--- config.mk ---
export PLATFORM = sky130hd
export DESIGN_NAME = pmc_power_mode_control
export DESIGN_NICKNAME = d
export VERILOG_FILES = /design/src/inc/pmc_pkg.sv /design/src/hdl/pmc_sync.sv /design/src/hdl/pmc_phase_gen.sv /design/src/hdl/pmc_power_mode_control.sv
export SDC_FILE = /design/constraint.sdc
export NUM_CORES = 1
export LEC_CHECK = 0
export CORE_ASPECT_RATIO = 1.75
export CORE_MARGIN = 2
export CORE_UTILIZATION = 59
export DETAILED_ROUTE_END_ITERATION = 10
export DONT_BUFFER_PORTS = 1
export PLACE_DENSITY_LB_ADDON = 0.05
export REMOVE_ABC_BUFFERS = 1
export SETUP_SLACK_MARGIN = 0.4
export SYNTH_ARGS = -nofsm -noshare
export SYNTH_HDL_FRONTEND = slang
export SYNTH_HIERARCHICAL = 1
export SYNTH_SLANG_ARGS = --single-unit
export TNS_END_PERCENT = 5
--- constraint.sdc ---
create_clock -name clk -period 2 [get_ports clk]
set_clock_uncertainty 0.1 [all_clocks]
set_input_delay 0.2 -clock clk [delete_from_list [all_inputs] [get_ports clk]]
set_output_delay 0.2 -clock clk [all_outputs]
set_load 0.01 [all_outputs]
--- src/inc/pmc_pkg.sv ---
// Constants, layouts and types of the power mode control block
package pmc_pkg;
   // Oscillator periods per machine cycle and per ALE period
   localparam int PMC_MC_CLKS  = 12;
   localparam int PMC_PH_HALF  = 6;
   localparam int PMC_PH_W     = 4;
   // Phase windows inside one half machine cycle
   localparam int PMC_ALE_LEN  = 2;
   localparam int PMC_ADDR_LEN = 3;
   localparam int PMC_PROGRAM_FETCH_STROBE_ON  = 3;
   // Reset pin must stay high for this many machine cycles
   localparam int PMC_RST_MC   = 2;
   localparam int PMC_RST_CLKS = PMC_MC_CLKS * PMC_RST_MC;
   localparam int PMC_RCNT_W   = 5;
   // Register map
   localparam logic [7:0] PMC_POWER_CONTROL_REG_ADDR  = 8'h00;
   localparam logic [7:0] PMC_STAT_ADDR  = 8'h01;
   localparam logic [7:0] PMC_POWER_CONTROL_REG_RST   = 8'h00;
   localparam logic [7:0] PMC_POWER_CONTROL_REG_WMASK = 8'h8f;
   localparam logic [7:0] PMC_RD_NONE    = 8'h00;
   localparam logic [1:0] PMC_WAKE_IDLE  = 2'h3;
   localparam logic [2:0] PMC_SYNC_RST   = 3'h3;

   typedef logic [PMC_PH_W-1:0]   pmc_phase_t;
   typedef logic [PMC_RCNT_W-1:0] pmc_rcnt_t;

   typedef enum logic [1:0] {
      PMC_NORMAL,
      PMC_IDLE,
      PMC_DOWN,
      PMC_WAKE
   } pmc_mode_e;

   typedef struct packed {
      logic       baud_doubler;
      logic [2:0] reserved;
      logic       user_flag_one;
      logic       user_flag_zero;
      logic       deep_sleep_request;
      logic       light_sleep_request;
   } pmc_power_control_reg_s;

   typedef struct packed {
      logic [3:0] zero;
      logic       osc_run;
      logic       cpu_run;
      pmc_mode_e  mode;
   } pmc_stat_s;

   // External data access of the next machine cycle
   typedef struct packed {
      logic        data_cyc;
      logic        wide;
      logic        write;
      logic [15:0] addr;
      logic [7:0]  wdata;
   } pmc_xdata_s;
endpackage : pmc_pkg

--- src/hdl/pmc_sync.sv ---
// Two-stage synchroniser for asynchronous pins
`timescale 1ns/1ps
module pmc_sync #(
   parameter int           W       = 3,
   parameter logic [W-1:0] RST_VAL = '0
) (
   // Clock and reset
   input  wire logic         clk,
   input  wire logic         reset_n,
   // Pins
   input  wire logic [W-1:0] d,
   output      logic [W-1:0] q_ff
);
   logic [W-1:0] meta_ff;

   always_ff @(posedge clk or negedge reset_n) begin
      if (!reset_n) begin
         meta_ff <= RST_VAL;
         q_ff    <= RST_VAL;
      end else begin
         meta_ff <= d;
         q_ff    <= meta_ff;
      end
   end
endmodule : pmc_sync

--- src/hdl/pmc_phase_gen.sv ---
// Machine cycle phase counter
`timescale 1ns/1ps
module pmc_phase_gen #(
   parameter int N = 12,
   parameter int W = 4
) (
   // Clock and reset
   input  wire logic         clk,
   input  wire logic         reset_n,
   // Control
   input  wire logic         run,
   output      logic [W-1:0] phase_ff,
   output      logic         last
);
   localparam logic [W-1:0] LAST = W'(N - 1);
   localparam logic [W-1:0] ONE  = W'(1);

   assign last = run && (phase_ff == LAST);

   // Counter freezes while the oscillator is stopped
   always_ff @(posedge clk or negedge reset_n) begin
      if (!reset_n) begin
         phase_ff <= '0;
      end else if (last) begin
         phase_ff <= '0;
      end else if (run) begin
         phase_ff <= phase_ff + ONE;
      end
   end
endmodule : pmc_phase_gen

--- src/hdl/pmc_power_mode_control.sv ---
// Power mode control: power register, idle, power-down and memory strobes
`timescale 1ns/1ps
module pmc_power_mode_control
   import pmc_pkg::*;
(
   // Clock and reset
   input  wire logic        clk,
   input  wire logic        reset_n,
   // Register port
   input  wire logic [7:0]  reg_addr,
   input  wire logic [7:0]  reg_wdata,
   input  wire logic        reg_wr,
   input  wire logic        reg_rd,
   output      logic [7:0]  reg_rdata_ff,
   // Pins
   input  wire logic        reset_pin,
   input  wire logic        wake_irq_zero_n,
   input  wire logic        wake_irq_one_n,
   input  wire logic        external_fetch_enable_n,
   output      logic        address_latch_strobe_ff,
   output      logic        program_fetch_strobe_n_ff,
   output      logic [7:0]  port0_out_ff,
   output      logic        port0_oe_n_ff,
   output      logic [7:0]  upper_port_ff,
   // Core side
   input  wire logic [15:0] fetch_addr,
   input  wire pmc_xdata_s  xdata_req,
   input  wire logic [7:0]  upper_port_latch,
   input  wire logic        wake_en_zero,
   input  wire logic        wake_en_one,
   input  wire logic        irq_pending,
   input  wire logic        irq_take,
   output      logic        cpu_clk_en_ff,
   output      logic        periph_clk_en_ff,
   output      logic        osc_run_ff,
   output      logic        sfr_reset_ff,
   output      logic        baud_doubler_ff
);
   pmc_power_control_reg_s  power_control_reg_ff;
   pmc_mode_e  mode_ff;
   pmc_mode_e  nxt_mode;
   pmc_xdata_s xreq_ff;
   pmc_stat_s  stat;
   pmc_phase_t phase;
   pmc_phase_t half_ph;
   pmc_rcnt_t  rcnt_ff;
   logic [2:0] pins_s;
   logic [1:0] armed_ff;
   logic [1:0] wake_low;
   logic       rst_s;
   logic       last_ph;
   logic       wr_power_control_reg;
   logic       ext_fetch;
   logic       normal;

   // Wake and reset pins resynchronised
   // pin resynchronisation
   pmc_sync #(
      .W       (3),
      .RST_VAL (PMC_SYNC_RST)
   ) u_sync (
      .clk     (clk),
      .reset_n (reset_n),
      .d       ({reset_pin, wake_irq_one_n, wake_irq_zero_n}),
      .q_ff    (pins_s)
   );

   pmc_phase_gen #(
      .N       (PMC_MC_CLKS),
      .W       (PMC_PH_W)
   ) u_phase (
      .clk      (clk),
      .reset_n  (reset_n),
      .run      (osc_run_ff),
      .phase_ff (phase),
      .last     (last_ph)
   );

   assign rst_s     = pins_s[2];
   assign wake_low  = {wake_en_one & ~pins_s[1], wake_en_zero & ~pins_s[0]};
   assign wr_power_control_reg   = reg_wr && (reg_addr == PMC_POWER_CONTROL_REG_ADDR);
   assign ext_fetch = !external_fetch_enable_n;
   assign normal    = (mode_ff == PMC_NORMAL);
   assign half_ph   = (phase >= pmc_phase_t'(PMC_PH_HALF)) ? pmc_phase_t'(phase - pmc_phase_t'(PMC_PH_HALF)) : phase;

   always_ff @(posedge clk or negedge reset_n) begin
      if (!reset_n) begin
         rcnt_ff <= '0;
      end else if (!rst_s) begin
         rcnt_ff <= '0;
      end else if (rcnt_ff != pmc_rcnt_t'(PMC_RST_CLKS)) begin
         rcnt_ff <= rcnt_ff + pmc_rcnt_t'(1);
      end
   end

   // register reinit while the pin stays high past two machine cycles
   always_ff @(posedge clk or negedge reset_n) begin
      if (!reset_n) begin
         sfr_reset_ff <= 1'b1;
      end else begin
         sfr_reset_ff <= rst_s && (rcnt_ff == pmc_rcnt_t'(PMC_RST_CLKS));
      end
   end

   // Register reset wins over a software write, which wins over an interrupt clear in the same cycle
   always_ff @(posedge clk or negedge reset_n) begin
      if (!reset_n) begin
         power_control_reg_ff <= PMC_POWER_CONTROL_REG_RST;
      end else if (sfr_reset_ff) begin
         power_control_reg_ff <= PMC_POWER_CONTROL_REG_RST;
      end else if (wr_power_control_reg) begin
         power_control_reg_ff <= reg_wdata & PMC_POWER_CONTROL_REG_WMASK;
      end else if (irq_take) begin
         power_control_reg_ff.deep_sleep_request  <= 1'b0;
         power_control_reg_ff.light_sleep_request <= 1'b0;
      end else if (mode_ff == PMC_IDLE && irq_pending) begin
         power_control_reg_ff.light_sleep_request <= 1'b0;
      end
   end

   always_ff @(posedge clk or negedge reset_n) begin
      if (!reset_n) begin
         baud_doubler_ff <= 1'b0;
      end else begin
         baud_doubler_ff <= power_control_reg_ff.baud_doubler;
      end
   end

   always_comb begin
      nxt_mode = mode_ff;
      case (mode_ff)
         PMC_NORMAL: begin
            if (wr_power_control_reg && reg_wdata[1]) begin
               nxt_mode = PMC_DOWN;
            end else if (wr_power_control_reg && reg_wdata[0]) begin
               nxt_mode = PMC_IDLE;
            end
         end
         PMC_IDLE: begin
            if (irq_pending) begin
               nxt_mode = PMC_NORMAL;
            end
         end
         PMC_DOWN: begin
            if (|wake_low) begin
               nxt_mode = PMC_WAKE;
            end
         end
         PMC_WAKE: begin
            if (|(armed_ff & ~wake_low)) begin
               nxt_mode = PMC_NORMAL;
            end
         end
         default: begin
            nxt_mode = PMC_NORMAL;
         end
      endcase
      // reset ends any low power mode
      if (sfr_reset_ff) begin
         nxt_mode = PMC_NORMAL;
      end
   end

   always_ff @(posedge clk or negedge reset_n) begin
      if (!reset_n) begin
         mode_ff <= PMC_NORMAL;
      end else begin
         mode_ff <= nxt_mode;
      end
   end

   // Pins low while stopped or waking are the ones whose release counts
   always_ff @(posedge clk or negedge reset_n) begin
      if (!reset_n) begin
         armed_ff <= '0;
      end else if (mode_ff == PMC_DOWN || mode_ff == PMC_WAKE) begin
         armed_ff <= armed_ff | wake_low;
      end else begin
         armed_ff <= '0;
      end
   end

   always_ff @(posedge clk or negedge reset_n) begin
      if (!reset_n) begin
         cpu_clk_en_ff    <= 1'b1;
         periph_clk_en_ff <= 1'b1;
         osc_run_ff       <= 1'b1;
      end else begin
         cpu_clk_en_ff    <= (nxt_mode == PMC_NORMAL);
         periph_clk_en_ff <= (nxt_mode == PMC_NORMAL) || (nxt_mode == PMC_IDLE);
         osc_run_ff       <= (nxt_mode != PMC_DOWN);
      end
   end

   // Access requested for the coming machine cycle
   always_ff @(posedge clk or negedge reset_n) begin
      if (!reset_n) begin
         xreq_ff <= '0;
      end else if (last_ph) begin
         xreq_ff <= normal ? xdata_req : '0;
      end
   end

   // Strobes follow the phase one cycle late
   always_ff @(posedge clk or negedge reset_n) begin
      if (!reset_n) begin
         address_latch_strobe_ff   <= 1'b0;
         program_fetch_strobe_n_ff <= 1'b1;
      end else begin
         case (mode_ff)
            PMC_NORMAL: begin
               // second pulse skipped in data cycle
               address_latch_strobe_ff   <= (half_ph < pmc_phase_t'(PMC_ALE_LEN)) &&
                                            !(xreq_ff.data_cyc && phase >= pmc_phase_t'(PMC_PH_HALF));
               // two fetch strobes, both skipped for data
               program_fetch_strobe_n_ff <= !(ext_fetch && !xreq_ff.data_cyc &&
                                              half_ph >= pmc_phase_t'(PMC_PROGRAM_FETCH_STROBE_ON));
            end
            PMC_IDLE: begin
               address_latch_strobe_ff   <= 1'b1;
               program_fetch_strobe_n_ff <= 1'b1;
            end
            default: begin
               address_latch_strobe_ff   <= 1'b0;
               program_fetch_strobe_n_ff <= 1'b0;
            end
         endcase
      end
   end

   // low address then data on port zero
   always_ff @(posedge clk or negedge reset_n) begin
      if (!reset_n) begin
         port0_out_ff  <= '0;
         port0_oe_n_ff <= 1'b1;
      end else if (!normal) begin
         port0_oe_n_ff <= 1'b1;
      end else if (xreq_ff.data_cyc) begin
         if (phase < pmc_phase_t'(PMC_ADDR_LEN)) begin
            port0_out_ff  <= xreq_ff.addr[7:0];
            port0_oe_n_ff <= 1'b0;
         end else begin
            port0_out_ff  <= xreq_ff.wdata;
            port0_oe_n_ff <= !xreq_ff.write;
         end
      end else if (ext_fetch && half_ph < pmc_phase_t'(PMC_ADDR_LEN)) begin
         port0_out_ff  <= fetch_addr[7:0];
         port0_oe_n_ff <= 1'b0;
      end else begin
         port0_oe_n_ff <= 1'b1;
      end
   end

   // Idle freezes the upper port at its last value
   // upper address byte or latched contents
   always_ff @(posedge clk or negedge reset_n) begin
      if (!reset_n) begin
         upper_port_ff <= '0;
      end else if (mode_ff == PMC_IDLE) begin
         upper_port_ff <= upper_port_ff;
      end else if (!normal) begin
         upper_port_ff <= upper_port_latch;
      end else if (xreq_ff.data_cyc) begin
         upper_port_ff <= xreq_ff.wide ? xreq_ff.addr[15:8] : upper_port_latch;
      end else begin
         upper_port_ff <= ext_fetch ? fetch_addr[15:8] : upper_port_latch;
      end
   end

   // flags read back, no hardware effect
   assign stat = '{zero: 4'h0, osc_run: osc_run_ff, cpu_run: cpu_clk_en_ff, mode: mode_ff};
   always_ff @(posedge clk or negedge reset_n) begin
      if (!reset_n) begin
         reg_rdata_ff <= PMC_RD_NONE;
      end else if (reg_rd && reg_addr == PMC_POWER_CONTROL_REG_ADDR) begin
         reg_rdata_ff <= power_control_reg_ff & PMC_POWER_CONTROL_REG_WMASK;
      end else if (reg_rd && reg_addr == PMC_STAT_ADDR) begin
         reg_rdata_ff <= stat;
      end else begin
         reg_rdata_ff <= PMC_RD_NONE;
      end
   end

   // Helper: consecutive cycles of synchronised reset pin high
   int hold_q;
   always_ff @(posedge clk or negedge reset_n) begin
      if (!reset_n) begin
         hold_q <= 0;
      end else begin
         hold_q <= rst_s ? hold_q + 1 : 0;
      end
   end
endmodule : pmc_power_mode_control

==> summary.txt, run 1 <==
Buffers on Ports: 0
# IOs: 111
Hold Crit Class: input port to asynchronous set/reset pin
Req. time, crit path: 2.14 ns
standard-cell rows: 38
worst path cell trace: a211oi_4, buf_6, nor2_2, a21oi_2, a21oi_2, mux2_4
Vias: 3067
critical path capture point type: register
Lkg Pwr: 2.06 nW
Mapped Cells: 396
Peak Freq: 0.584 GHz
grt ovf: 0
Sinks on Clock Net: 80
RSZ-0062 raised after global routing: true
Crit Path Max Fanout: 6
Primary FF master, synth: dfrtp_1
n_diodes: 0
fin. max-slew vios: 0
Avg WL per Cell: 17.6 µm
die width: 64.6 µm
ys async rst share: 100%
DR DRC count: 0
hold_ws: -0.565 ns
number of vias per cell: 5.71
full die area: 7120 µm²
number of synthesis warnings: 6
Final HPWL DP: 5.65 mm
Max IR drop VDD: 0.949 mV
gpl congestion: 0.789
final core occ: 76.1%
worst reg-to-reg setup slack: 0.29 ns
CP arrival: 1.85 ns
Die Ht: 110 µm
normalized max-slew margin: 61.2%
Period Utilization, post-route: 85.6%
CORE AREA: 6230 µm²
final net count: 534
first-pass GRT wire length: 14.3 mm
met2 WL: 5.16 mm
most area-hungry cell type in the Yosys netlist: dfrtp_1
share of cells above drive strength 1: 16.8%
largest net degree at the start of global routing: 81
CTS Buffer Depth: 2
max-cap violation count: 0
Pwr Density: 1390 nW/µm²
wire length on met1: 3.68 mm
Synth Cell Area: 3800 µm²
initial core utilization: 61.0%
share of the synthesized area in the top cell type: 46.1%
Final Hold Vio Count: 80
met3 wire length: 388 µm
Avg Cell Area, Syn: 9.59 µm²
max incr delay on CP: 0.46 ns
post-synthesis sequential area ratio: 53.0%
Total Routed Length: 9.43 mm
Non-Filler Instances: 537
post-synth cell types: 42
outcome: finished, violations left
Least-Margin Pin Slew: 0.582 ns
CTS tree: built
critical path class: register to register
antenna violations before repair: 0
vias in the first global route: 3071
root buffer cell: clkbuf_8
setup violators final: 0
Post-CTS Hold Fix Bufs: 51
area added between synthesis and finish: 24.9%
CTS Buf Count: 9
post-route minimum period: 1.71 ns
Crit path top cell by count: a21oi_2
Clk Latency, worst-skew pair: 0.35 ns
synth top area cells: dfrtp_1, dfstp_2, o21ai_0, a21oi_1, nand3_1
GR Util All Layers: 26.7%
Top Layer Used: met4
DR pass1 iterations: 4
Starting DRT DRC Count: 195
Cells after DPL: 460
Crit-path slowest cell: dfrtp_2
failing checks: negative hold slack
Startpoint Class: register
Antenna Nets Post-Route: 0
number of enable flip-flop cells after synthesis: 0
flop and latch count out of synthesis: 80
CTS HTree Levels: 3
clock slew at reported path FFs: 0.08 ns
[flip-flops by register name, indices dropped and copies added, names as in the netlist, 2 cells and up]
name                  flops
u_sync/q_ff               3
armed_ff                  2
u_phase/phase_ff          4
rcnt_ff                   5
u_sync/meta_ff            3
upper_port_ff             8
mode_ff                   2
power_control_reg_ff      5
port0_out_ff              8
xreq_ff                  27
reg_rdata_ff              5
[per-stage QoR]
step	instance area (µm²)	TNS [ns]	total power [mW]	setup slack [ns]
final	4740	0	6.61	0.287
after global routing	4740	0	7.03	0.222
after CTS	4600	0	6.31	0.302
after detailed placement	3870	0	4.96	0.214
after global placement	3870	0	4.87	0.261
after floorplan	3670	-56.68	4.26	-1.85
[critical path: cells and delay by family, from the launching register on]
family,cells,cell delay (ns)
AOI/OAI and AO/OA,3,0.54
DFF,1,0.46
muxes,1,0.25
buffers and inverters,1,0.20
and+or+nand+nor,1,0.04
[cells in the mapped netlist (2+ instances only)]
cell,instances
ha_1,3
nand3_1,32
nand2b_1,3
o21a_1,2
clkbuf_1,14
dfrtp_1,70
mux2i_1,12
dfstp_2,10
nand2_1,24
mux2_4,9
nor2_1,35
buf_6,2
buf_4,3
xor2_1,3
nor3b_1,2
inv_1,37
a21oi_1,35
a211oi_1,17
nor3_1,2
nor2b_1,10
and3_1,2
nand3b_1,4
o21ai_0,40
buf_2,6
a22oi_1,2
[power by group]
group          internal (mW)  switching (mW)  leakage (nW)  total, mW
clock                  0.642           0.564         0.103       1.21
sequential              2.25           0.657         0.972       2.90
combinational           1.20            1.30         0.986       2.50
[cells in the final DEF, fill, tap and decap left out, types with 2 or more instances in the layout]
cell and count:
inv_1 37, a211oi_1 16, conb_1 3, nor2b_1 10, o21a_1 2, dfstp_2 10, nand3_1 32, nand2_1 24
dfrtp_1 63, ha_1 2, buf_4 11, mux2_4 9, a21oi_1 28, nand2b_1 3, buf_6 3, clkbuf_8 11
buf_12 2, nor2_1 29, clkbuf_1 2, o21ai_0 38, a21oi_2 7, nor3_1 2, mux2i_1 12, clkinv_2 2
o21ai_1 3, dfrtp_2 7, and3_1 2, dlygate4sd3_1 51, nor2_2 5, nand3b_1 4, a22oi_1 2, xor2_1 3
[final timing paths]
| check | cells after the start | to | start |
|---|---|---|---|
| min reg2reg | 0 | u_sync/q_ff[2] | u_sync/meta_ff[2] |
| max reg2reg | 6 | port0_out_ff[4] | u_phase/phase_ff[1] |
| max in group asynchronous | 0 | program_fetch_strobe_n_ff | reset_n |
| max | 6 | port0_out_ff[4] | u_phase/phase_ff[1] |
| min in group clk | 3 | armed_ff[0] | wake_en_zero |
| min | 0 | baud_doubler_ff | reset_n |
[cells by family after synthesis]
group	after synthesis	share of synthesized area (%)
simple gates	119	15.0
compound gates	103	15.7
flops	80	53.0
buf+inv	64	7.25
mux	22	7.02
xor+xnor	4	0.923
fa+ha+maj	3	0.989
other cells	1	0.0988
[timing repair]
item	in CTS	in global routing
endpoints found under the hold margin	133	80
buffers inserted	2	5
gates resized for setup	6	23
endpoints found under the setup margin	40	49
pin swaps	0	8
cloned	0	3
[per-layer routing]
metal  up-vias  track usage, %
li1       1447               -
met1      1513            30.0
met2        93            48.7
met3        14            4.87
met4         0            12.5
met5         -               0
[layout make-up]
| type | instances | area (µm²) |
|---|---|---|
| tap | 80 | 100 |
| inverter | 37 | 139 |
| sequential | 80 | 2020 |
| fill | 448 | 1490 |
| clock buffer | 13 | 159 |
| clock inverter | 3 | 40.0 |
| timing repair buffer | 70 | 701 |
| multi-input combinational | 254 | 1580 |
No activity file was read; power rests on OpenSTA's default activity.
==> inputs of run 2 (changes only) <==
--- a/config.mk
+++ b/config.mk
@@ -10,6 +10,7 @@
 export CORE_UTILIZATION = 59
 export DETAILED_ROUTE_END_ITERATION = 10
 export DONT_BUFFER_PORTS = 1
+export MAX_ROUTING_LAYER = met4
 export PLACE_DENSITY_LB_ADDON = 0.05
 export REMOVE_ABC_BUFFERS = 1
 export SETUP_SLACK_MARGIN = 0.4
==> run 2 against run 1 <==
- the run still ends with negative hold slack left
- cell count did not move
- setup slack improved by 0.017 ns
- first-iteration DRC count rose by 6.7%
- die area did not move
- core utilization did not move
- combinational power barely moved
- critical path depth did not move
- sequential power barely moved
- clock-buffer cell count did not move
- critical endpoint is now xreq_ff[8]
- worst hold slack got worse by 0.0057 ns
- final area did not move
- non-clock buffer count did not move
==> summary.txt, run 2 (synthesis results as in run 1) <==
outcome: finished, violations left
failing checks: negative hold slack
Period Utilization, post-route: 84.8% (-0.84 points)
Pwr Total: 6.62 mW (about the same)
critical path class: register to register
CORE AREA: 6230 µm² (unchanged)
met1 Use GR: 30.1% (+0.14 points)
number of vias per cell: 5.72 (+0.23%)
CTS Buffer Depth: 2 (unchanged)
max incr delay on CP: 0.65 ns (+0.19 ns)
Multi-input gate area: 1580 µm² (unchanged)
Non-Filler Instances: 537 (unchanged)
grt ovf: 0 (unchanged)
GR Util All Layers: 27.4% (+0.72 points)
post-route minimum period: 1.70 ns (-0.0168 ns)
commonest non-fill, non-tap cell in the layout: dfrtp_1
Max IR drop VDD: 0.948 mV (-0.20%)
Post-CTS Hold Fix Bufs: 51 (unchanged)
Vias: 3074 (+0.23%)
crit-path leading delay family: flip-flops
Antenna Nets Post-Route: 0 (unchanged)
largest net degree at the start of global routing: 81 (unchanged)
max reg flops: 27 (unchanged)
setup violators final: 0 (unchanged)
Starting DRT DRC Count: 208 (+6.7%)
Peak Freq: 0.590 GHz (+0.99%)
met3 usage: 5.58% (+0.71 points)
standard-cell rows: 38 (unchanged)
total negative slack: 0 ns (unchanged)
CTS Buf Count: 9 (unchanged)
root buffer cell: clkbuf_8
Crit-path slowest cell: dfstp_2
normalized max-slew margin: 60.3% (-0.89 points)
final net count: 534 (unchanged)
Cells after DPL: 460 (unchanged)
max-cap violation count: 0 (unchanged)
Least-Margin Pin Slew: 0.596 ns (+0.0134 ns)
Clk Latency, worst-skew pair: 0.36 ns (about the same)
Req. time, crit path: 2.18 ns (+0.04 ns)
RSZ-0062 raised after global routing: true
die width: 64.6 µm (unchanged)
hold_ws: -0.570 ns (-0.00574 ns)
n_diodes: 0 (unchanged)
Top reg by flops: xreq_ff
Die Ht: 110 µm (unchanged)
Startpoint Class: register
Lkg Pwr: 2.06 nW (unchanged)
first-pass GRT wire length: 14.3 mm (-0.34%)
fin. max-slew vios: 0 (unchanged)
antenna violations before repair: 0 (unchanged)
worst path cell trace: nand2_2, nor3b_4, buf_4, buf_12, nand3_1, o21ai_1
most frequent cells in the layout: dfrtp_1, dlygate4sd3_1, o21ai_0
CP arrival: 1.87 ns (+0.02 ns)
# IOs: 111 (unchanged)
CTS tree: built
gpl congestion: 0.800 (+1.4%)
share of cells above drive strength 1: 16.8% (unchanged)
full die area: 7120 µm² (unchanged)
number of fill cells in the layout: 448 (unchanged)
Crit Path Max Fanout: 23 (+17)
Most Crowded Layer GR: met2
area added between synthesis and finish: 24.9% (unchanged)
GRT met2 Usage: 48.7% (+0.074 points)
CTS HTree Levels: 3 (unchanged)
Hold Crit Class: input port to asynchronous set/reset pin
Final Hold Vio Count: 80 (unchanged)
Largest regs: xreq_ff: 27 flops, port0_out_ff: 8 flops, upper_port_ff: 8 flops
critical path capture point type: register
Final HPWL DP: 5.65 mm (unchanged)
DR pass1 iterations: 5 (+1)
Crit path buffers/inverters: 2 (+1)
initial core utilization: 61.0% (unchanged)
DR DRC count: 0 (unchanged)
Sinks on Clock Net: 80 (unchanged)
Avg WL per Cell: 17.5 µm (-0.23%)
vias in the first global route: 3085 (+0.46%)
clock slew at reported path FFs: 0.08 ns (about the same)
Buffers on Ports: 0 (unchanged)
Total Routed Length: 9.41 mm (-0.23%)
Reg area: 2020 µm² (unchanged)
Pwr Density: 1400 nW/µm² (about the same)
[run 2: cell counts in the layout (fill, tap and decap cells not counted)]
Identical to the previous run, type by type.
[run 2: power by group]
group,total (mW),switching (mW),internal (mW)
registers,2.91,0.658,2.25
logic,2.50,1.29,1.20
clock network,1.21,0.572,0.642
total,6.62,2.52,4.09
[run 2: final timing paths]
check                      depth (start not counted)                   endpoint              start  slack, ns
max                                                6                 xreq_ff[8]         osc_run_ff       0.30
min                                                0            baud_doubler_ff            reset_n      -0.57
max reg2reg                                        6                 xreq_ff[8]         osc_run_ff       0.30
min reg2reg                                        0             u_sync/q_ff[2]  u_sync/meta_ff[2]       0.25
max in group asynchronous                          0  program_fetch_strobe_n_ff            reset_n       2.16
min in group clk                                   3            port0_out_ff[3]      fetch_addr[3]       0.04
[run 2: cell type report]
| class | count | area share [%] |
|---|---|---|
| clock buffers | 13 | 3.35 |
| clock inverters | 3 | 0.844 |
| inverters | 37 | 2.93 |
| multi-input cells | 254 | 33.3 |
| flip-flops and latches | 80 | 42.7 |
| well taps | 80 | 2.11 |
| repair buffers | 70 | 14.8 |
[run 2: layer usage]
metal | share of wire [%] | up-vias
met2 | 54 | 98
met5 | 0 | -
met3 | 4.3 | 15
met4 | 2.4 | 0
li1 | - | 1445
met1 | 39 | 1516
[run 2: worst register-to-register path: stages (launching register included)]
cell and delay (ns):
dfstp_2 0.65, nand2_2 0.12, nor3b_4 0.19, buf_4 0.16
buf_12 0.16, nand3_1 0.12, o21ai_1 0.12
[run 2: repair_timing]
item | CTS | global route
buffers inserted | 2 | 5
cloned | 0 | 3
setup endpoints to repair | 40 | 49
pin swaps | 0 | 8
resized for setup | 6 | 23
hold endpoints to repair | 133 | 80
[run 2: per-stage QoR]
stage / cell area (µm²) / utilization, % / hold WS [ns] / setup slack (ns)
global placement: 3870 / 62.1 / -0.194 / 0.261
CTS: 4600 / 73.9 / -0.583 / 0.302
detailed placement: 3870 / 62.1 / -0.194 / 0.214
finish: 4740 / 76.1 / -0.570 / 0.304
floorplan: 3670 / - / -0.196 / -1.85
global route: 4740 / 76.1 / -0.586 / 0.221
==> inputs of run 3 (changes only) <==
==> constraint.sdc (replaced) <==
create_clock -name clk -period 1.6 [get_ports clk]
set_clock_uncertainty 0.1 [all_clocks]
set_input_delay 0.16 -clock clk [delete_from_list [all_inputs] [get_ports clk]]
set_output_delay 0.16 -clock clk [all_outputs]
set_load 0.01 [all_outputs]
==> run 3 against run 2 <==
- first-iteration DRC count increased by 13%
- final area is 4.0% higher
- power is 30% higher
- highest routed layer unchanged
- die area is the same
- register-to-register slack got worse by 0.39 ns
- the flow finishes with violations (negative hold slack, negative setup slack)
- critical path depth did not move
- worst hold slack worse by 0.042 ns
- sequential power grew 22%
==> summary.txt, run 3 (synthesis results as in run 1) <==
post-route setup slack: -0.0855 ns (-0.389 ns)
Antenna Nets Post-Route: 0 (unchanged)
most frequent cells in the layout: dfrtp_1, dlygate4sd3_1, inv_1
part of the power in registers: 41.1% (-2.8 points)
max reg flops: 27 (unchanged)
Peak Freq: 0.593 GHz (+0.63%)
CTS Buf Count: 9 (unchanged)
Pwr Density: 1740 nW/µm² (+25%)
GR Util All Layers: 28.6% (+1.2 points)
combinational power share: 41.9% (+4.2 points)
Largest regs: xreq_ff: 27 flops, port0_out_ff: 8 flops, upper_port_ff: 8 flops
n_diodes: 0 (unchanged)
Hold Crit Class: input port to asynchronous set/reset pin
Sinks on Clock Net: 80 (unchanged)
Vias: 3168 (+3.1%)
Crit path buffers/inverters: 1 (-1)
Crit Path Max Fanout: 9 (-61%)
area added between synthesis and finish: 29.9%
Period Utilization, post-route: 105% (+21 points)
Req. time, crit path: 1.74 ns (-0.44 ns)
P_sw: 3.23 mW (+28%)
Avg WL per Cell: 17.4 µm (-0.50%)
Startpoint Class: register
final net count: 547 (+2.4%)
worst path cell trace: a211oi_4, buf_12, nor2_1, a21oi_1, a21oi_1, mux2_4
RSZ-0062 raised after global routing: true
commonest non-fill, non-tap cell in the layout: dfrtp_1
clock power share: 17.0% (-1.3 points)
Die Ht: 110 µm (unchanged)
Worst R2R Path Depth: 6 (unchanged)
crit path to: port0_out_ff[6]
crit-path leading delay family: compound AO/OA/AOI/OAI gates
Total Routed Length: 9.59 mm (+1.9%)
Top Layer Used: met4
number of fill cells in the layout: 392 (-13%)
max-cap violation count: 0 (unchanged)
outcome: finished, violations left
CP arrival: 1.83 ns (-0.04 ns)
met2 WL: 5.21 mm (+2.4%)
share of cells above drive strength 1: 20.6% (+3.8 points)
initial core utilization: 61.0% (unchanged)
grt ovf: 0 (unchanged)
CTS HTree Levels: 3 (unchanged)
number of vias per cell: 5.76 (+0.62%)
largest net degree at the start of global routing: 81 (unchanged)
capturing point of the worst reg2reg path: port0_out_ff[6]
antenna violations before repair: 0 (unchanged)
CTS Buffer Depth: 2 (unchanged)
FF-to-FF Start: u_phase/phase_ff[0]
logic depth of the worst setup path including buffers: 6 (unchanged)
post-route minimum period: 1.69 ns (-0.0106 ns)
Worst Setup SP: u_phase/phase_ff[0]
vias in the first global route: 3252 (+5.4%)
Max IR drop VDD: 1.01 mV (+6.3%)
DR pass1 iterations: 4 (-1)
standard-cell rows: 38 (unchanged)
Final Hold Vio Count: 81 (+1.3%)
full die area: 7120 µm² (unchanged)
Clk Latency, worst-skew pair: 0.36 ns (about the same)
first-pass GRT wire length: 14.8 mm (+3.9%)
Final HPWL DP: 5.75 mm (+1.7%)
die width: 64.6 µm (unchanged)
root buffer cell: clkbuf_8
Crit path top cell by count: a21oi_1
setup violators final: 10 (+10)
cell internal pwr: 5.38 mW (+31%)
worst reg-to-reg setup slack: -0.09 ns (-0.39 ns)
# IOs: 111 (unchanged)
fin. max-slew vios: 0 (unchanged)
CTS tree: built
DR DRC count: 0 (unchanged)
final core occ: 79.2% (+3.1 points)
failing checks: negative hold slack, negative setup slack
hold_ws: -0.613 ns (-0.0423 ns)
Crit-path slowest cell: dfrtp_2
Starting DRT DRC Count: 235 (+13%)
CORE AREA: 6230 µm² (unchanged)
max incr delay on CP: 0.45 ns (-0.20 ns)
Pwr Total: 8.60 mW (+30%)
critical path class: register to register
gpl congestion: 0.819 (+2.5%)
met3 wire length: 473 µm (+17%)
clock slew at reported path FFs: 0.08 ns (about the same)
wire length on met1: 3.66 mm (-0.81%)
Lkg Pwr: 2.15 nW (+4.1%)
switching share of power: 37.5% (-0.63 points)
Buffers on Ports: 0 (unchanged)
Post-CTS Hold Fix Bufs: 53 (+3.9%)
critical path capture point type: register
Top reg by flops: xreq_ff
-- run 3: metrics by stage --
step / setup slack, ns / cells / cell area, µm² / TNS (ns) / hold slack [ns]
3_3_place_gp: -0.0880 / 475 / 3990 / -1.96 / -0.234
6_report: -0.0855 / 550 / 4930 / -0.545 / -0.613
2_1_floorplan: -2.25 / 371 / 3670 / -73.08 / -0.236
4_1_cts: -0.0867 / 545 / 4830 / -0.674 / -0.633
5_1_grt: -0.157 / 550 / 4930 / -2.70 / -0.639
3_5_place_dp: -0.141 / 475 / 3990 / -3.35 / -0.234
-- run 3: power by group through the flow --
stage	combinational [mW]	clock, mW	sequential [mW]
global route	3.94	1.57	3.62
global placement	2.88	0	3.51
detailed placement	2.99	0	3.53
finish	3.60	1.46	3.54
floorplan	1.79	0	3.53
CTS	3.37	1.49	3.53
-- run 3: worst register-to-register path: cells and delay by family (launching register included) --
kind | cells | cell delay (ns)
AND/OR/NAND/NOR | 1 | 0.05
AO/OA/AOI/OAI | 3 | 0.54
multiplexers | 1 | 0.26
buffers and inverters | 1 | 0.17
flip-flops | 1 | 0.45
-- run 3: cell type report --
type                            instances  area (µm²)  share of cell area (%)
Tap cell                               80         100                    2.03
Timing Repair Buffer                   83         848                    17.2
Sequential cell                        80        2020                    41.0
Multi-Input combinational cell        254        1630                    33.0
Clock buffer                           12         145                    2.94
Clock inverter                          4        45.0                   0.913
Inverter                               37         141                    2.87
-- run 3: worst min path at each step --
stage                                    endpoint  depth (start not counted)  slack (ns)     from
after floorplan           address_latch_strobe_ff                          0       -0.24  reset_n
after global placement            baud_doubler_ff                          0       -0.23  reset_n
after detailed placement  power_control_reg_ff[0]                          0       -0.23  reset_n
after CTS                             armed_ff[0]                          0       -0.63  reset_n
after global routing                   rcnt_ff[3]                          0       -0.64  reset_n
final                                  rcnt_ff[3]                          0       -0.61  reset_n
-- run 3: per-layer routing --
layer,track usage (%),up-vias
met3,6.70,24
met1,29.5,1555
met2,51.0,117
met5,-,-
li1,-,1472
met4,13.7,0
-- run 3: timing repair --
action                                 4_1_cts  5_1_grt
cloned                                       0        2
pin swaps                                   36       39
resized for setup                           43        9
setup buffers                                1        3
endpoints found under the hold margin      140       81
setup endpoints to repair                   62       65
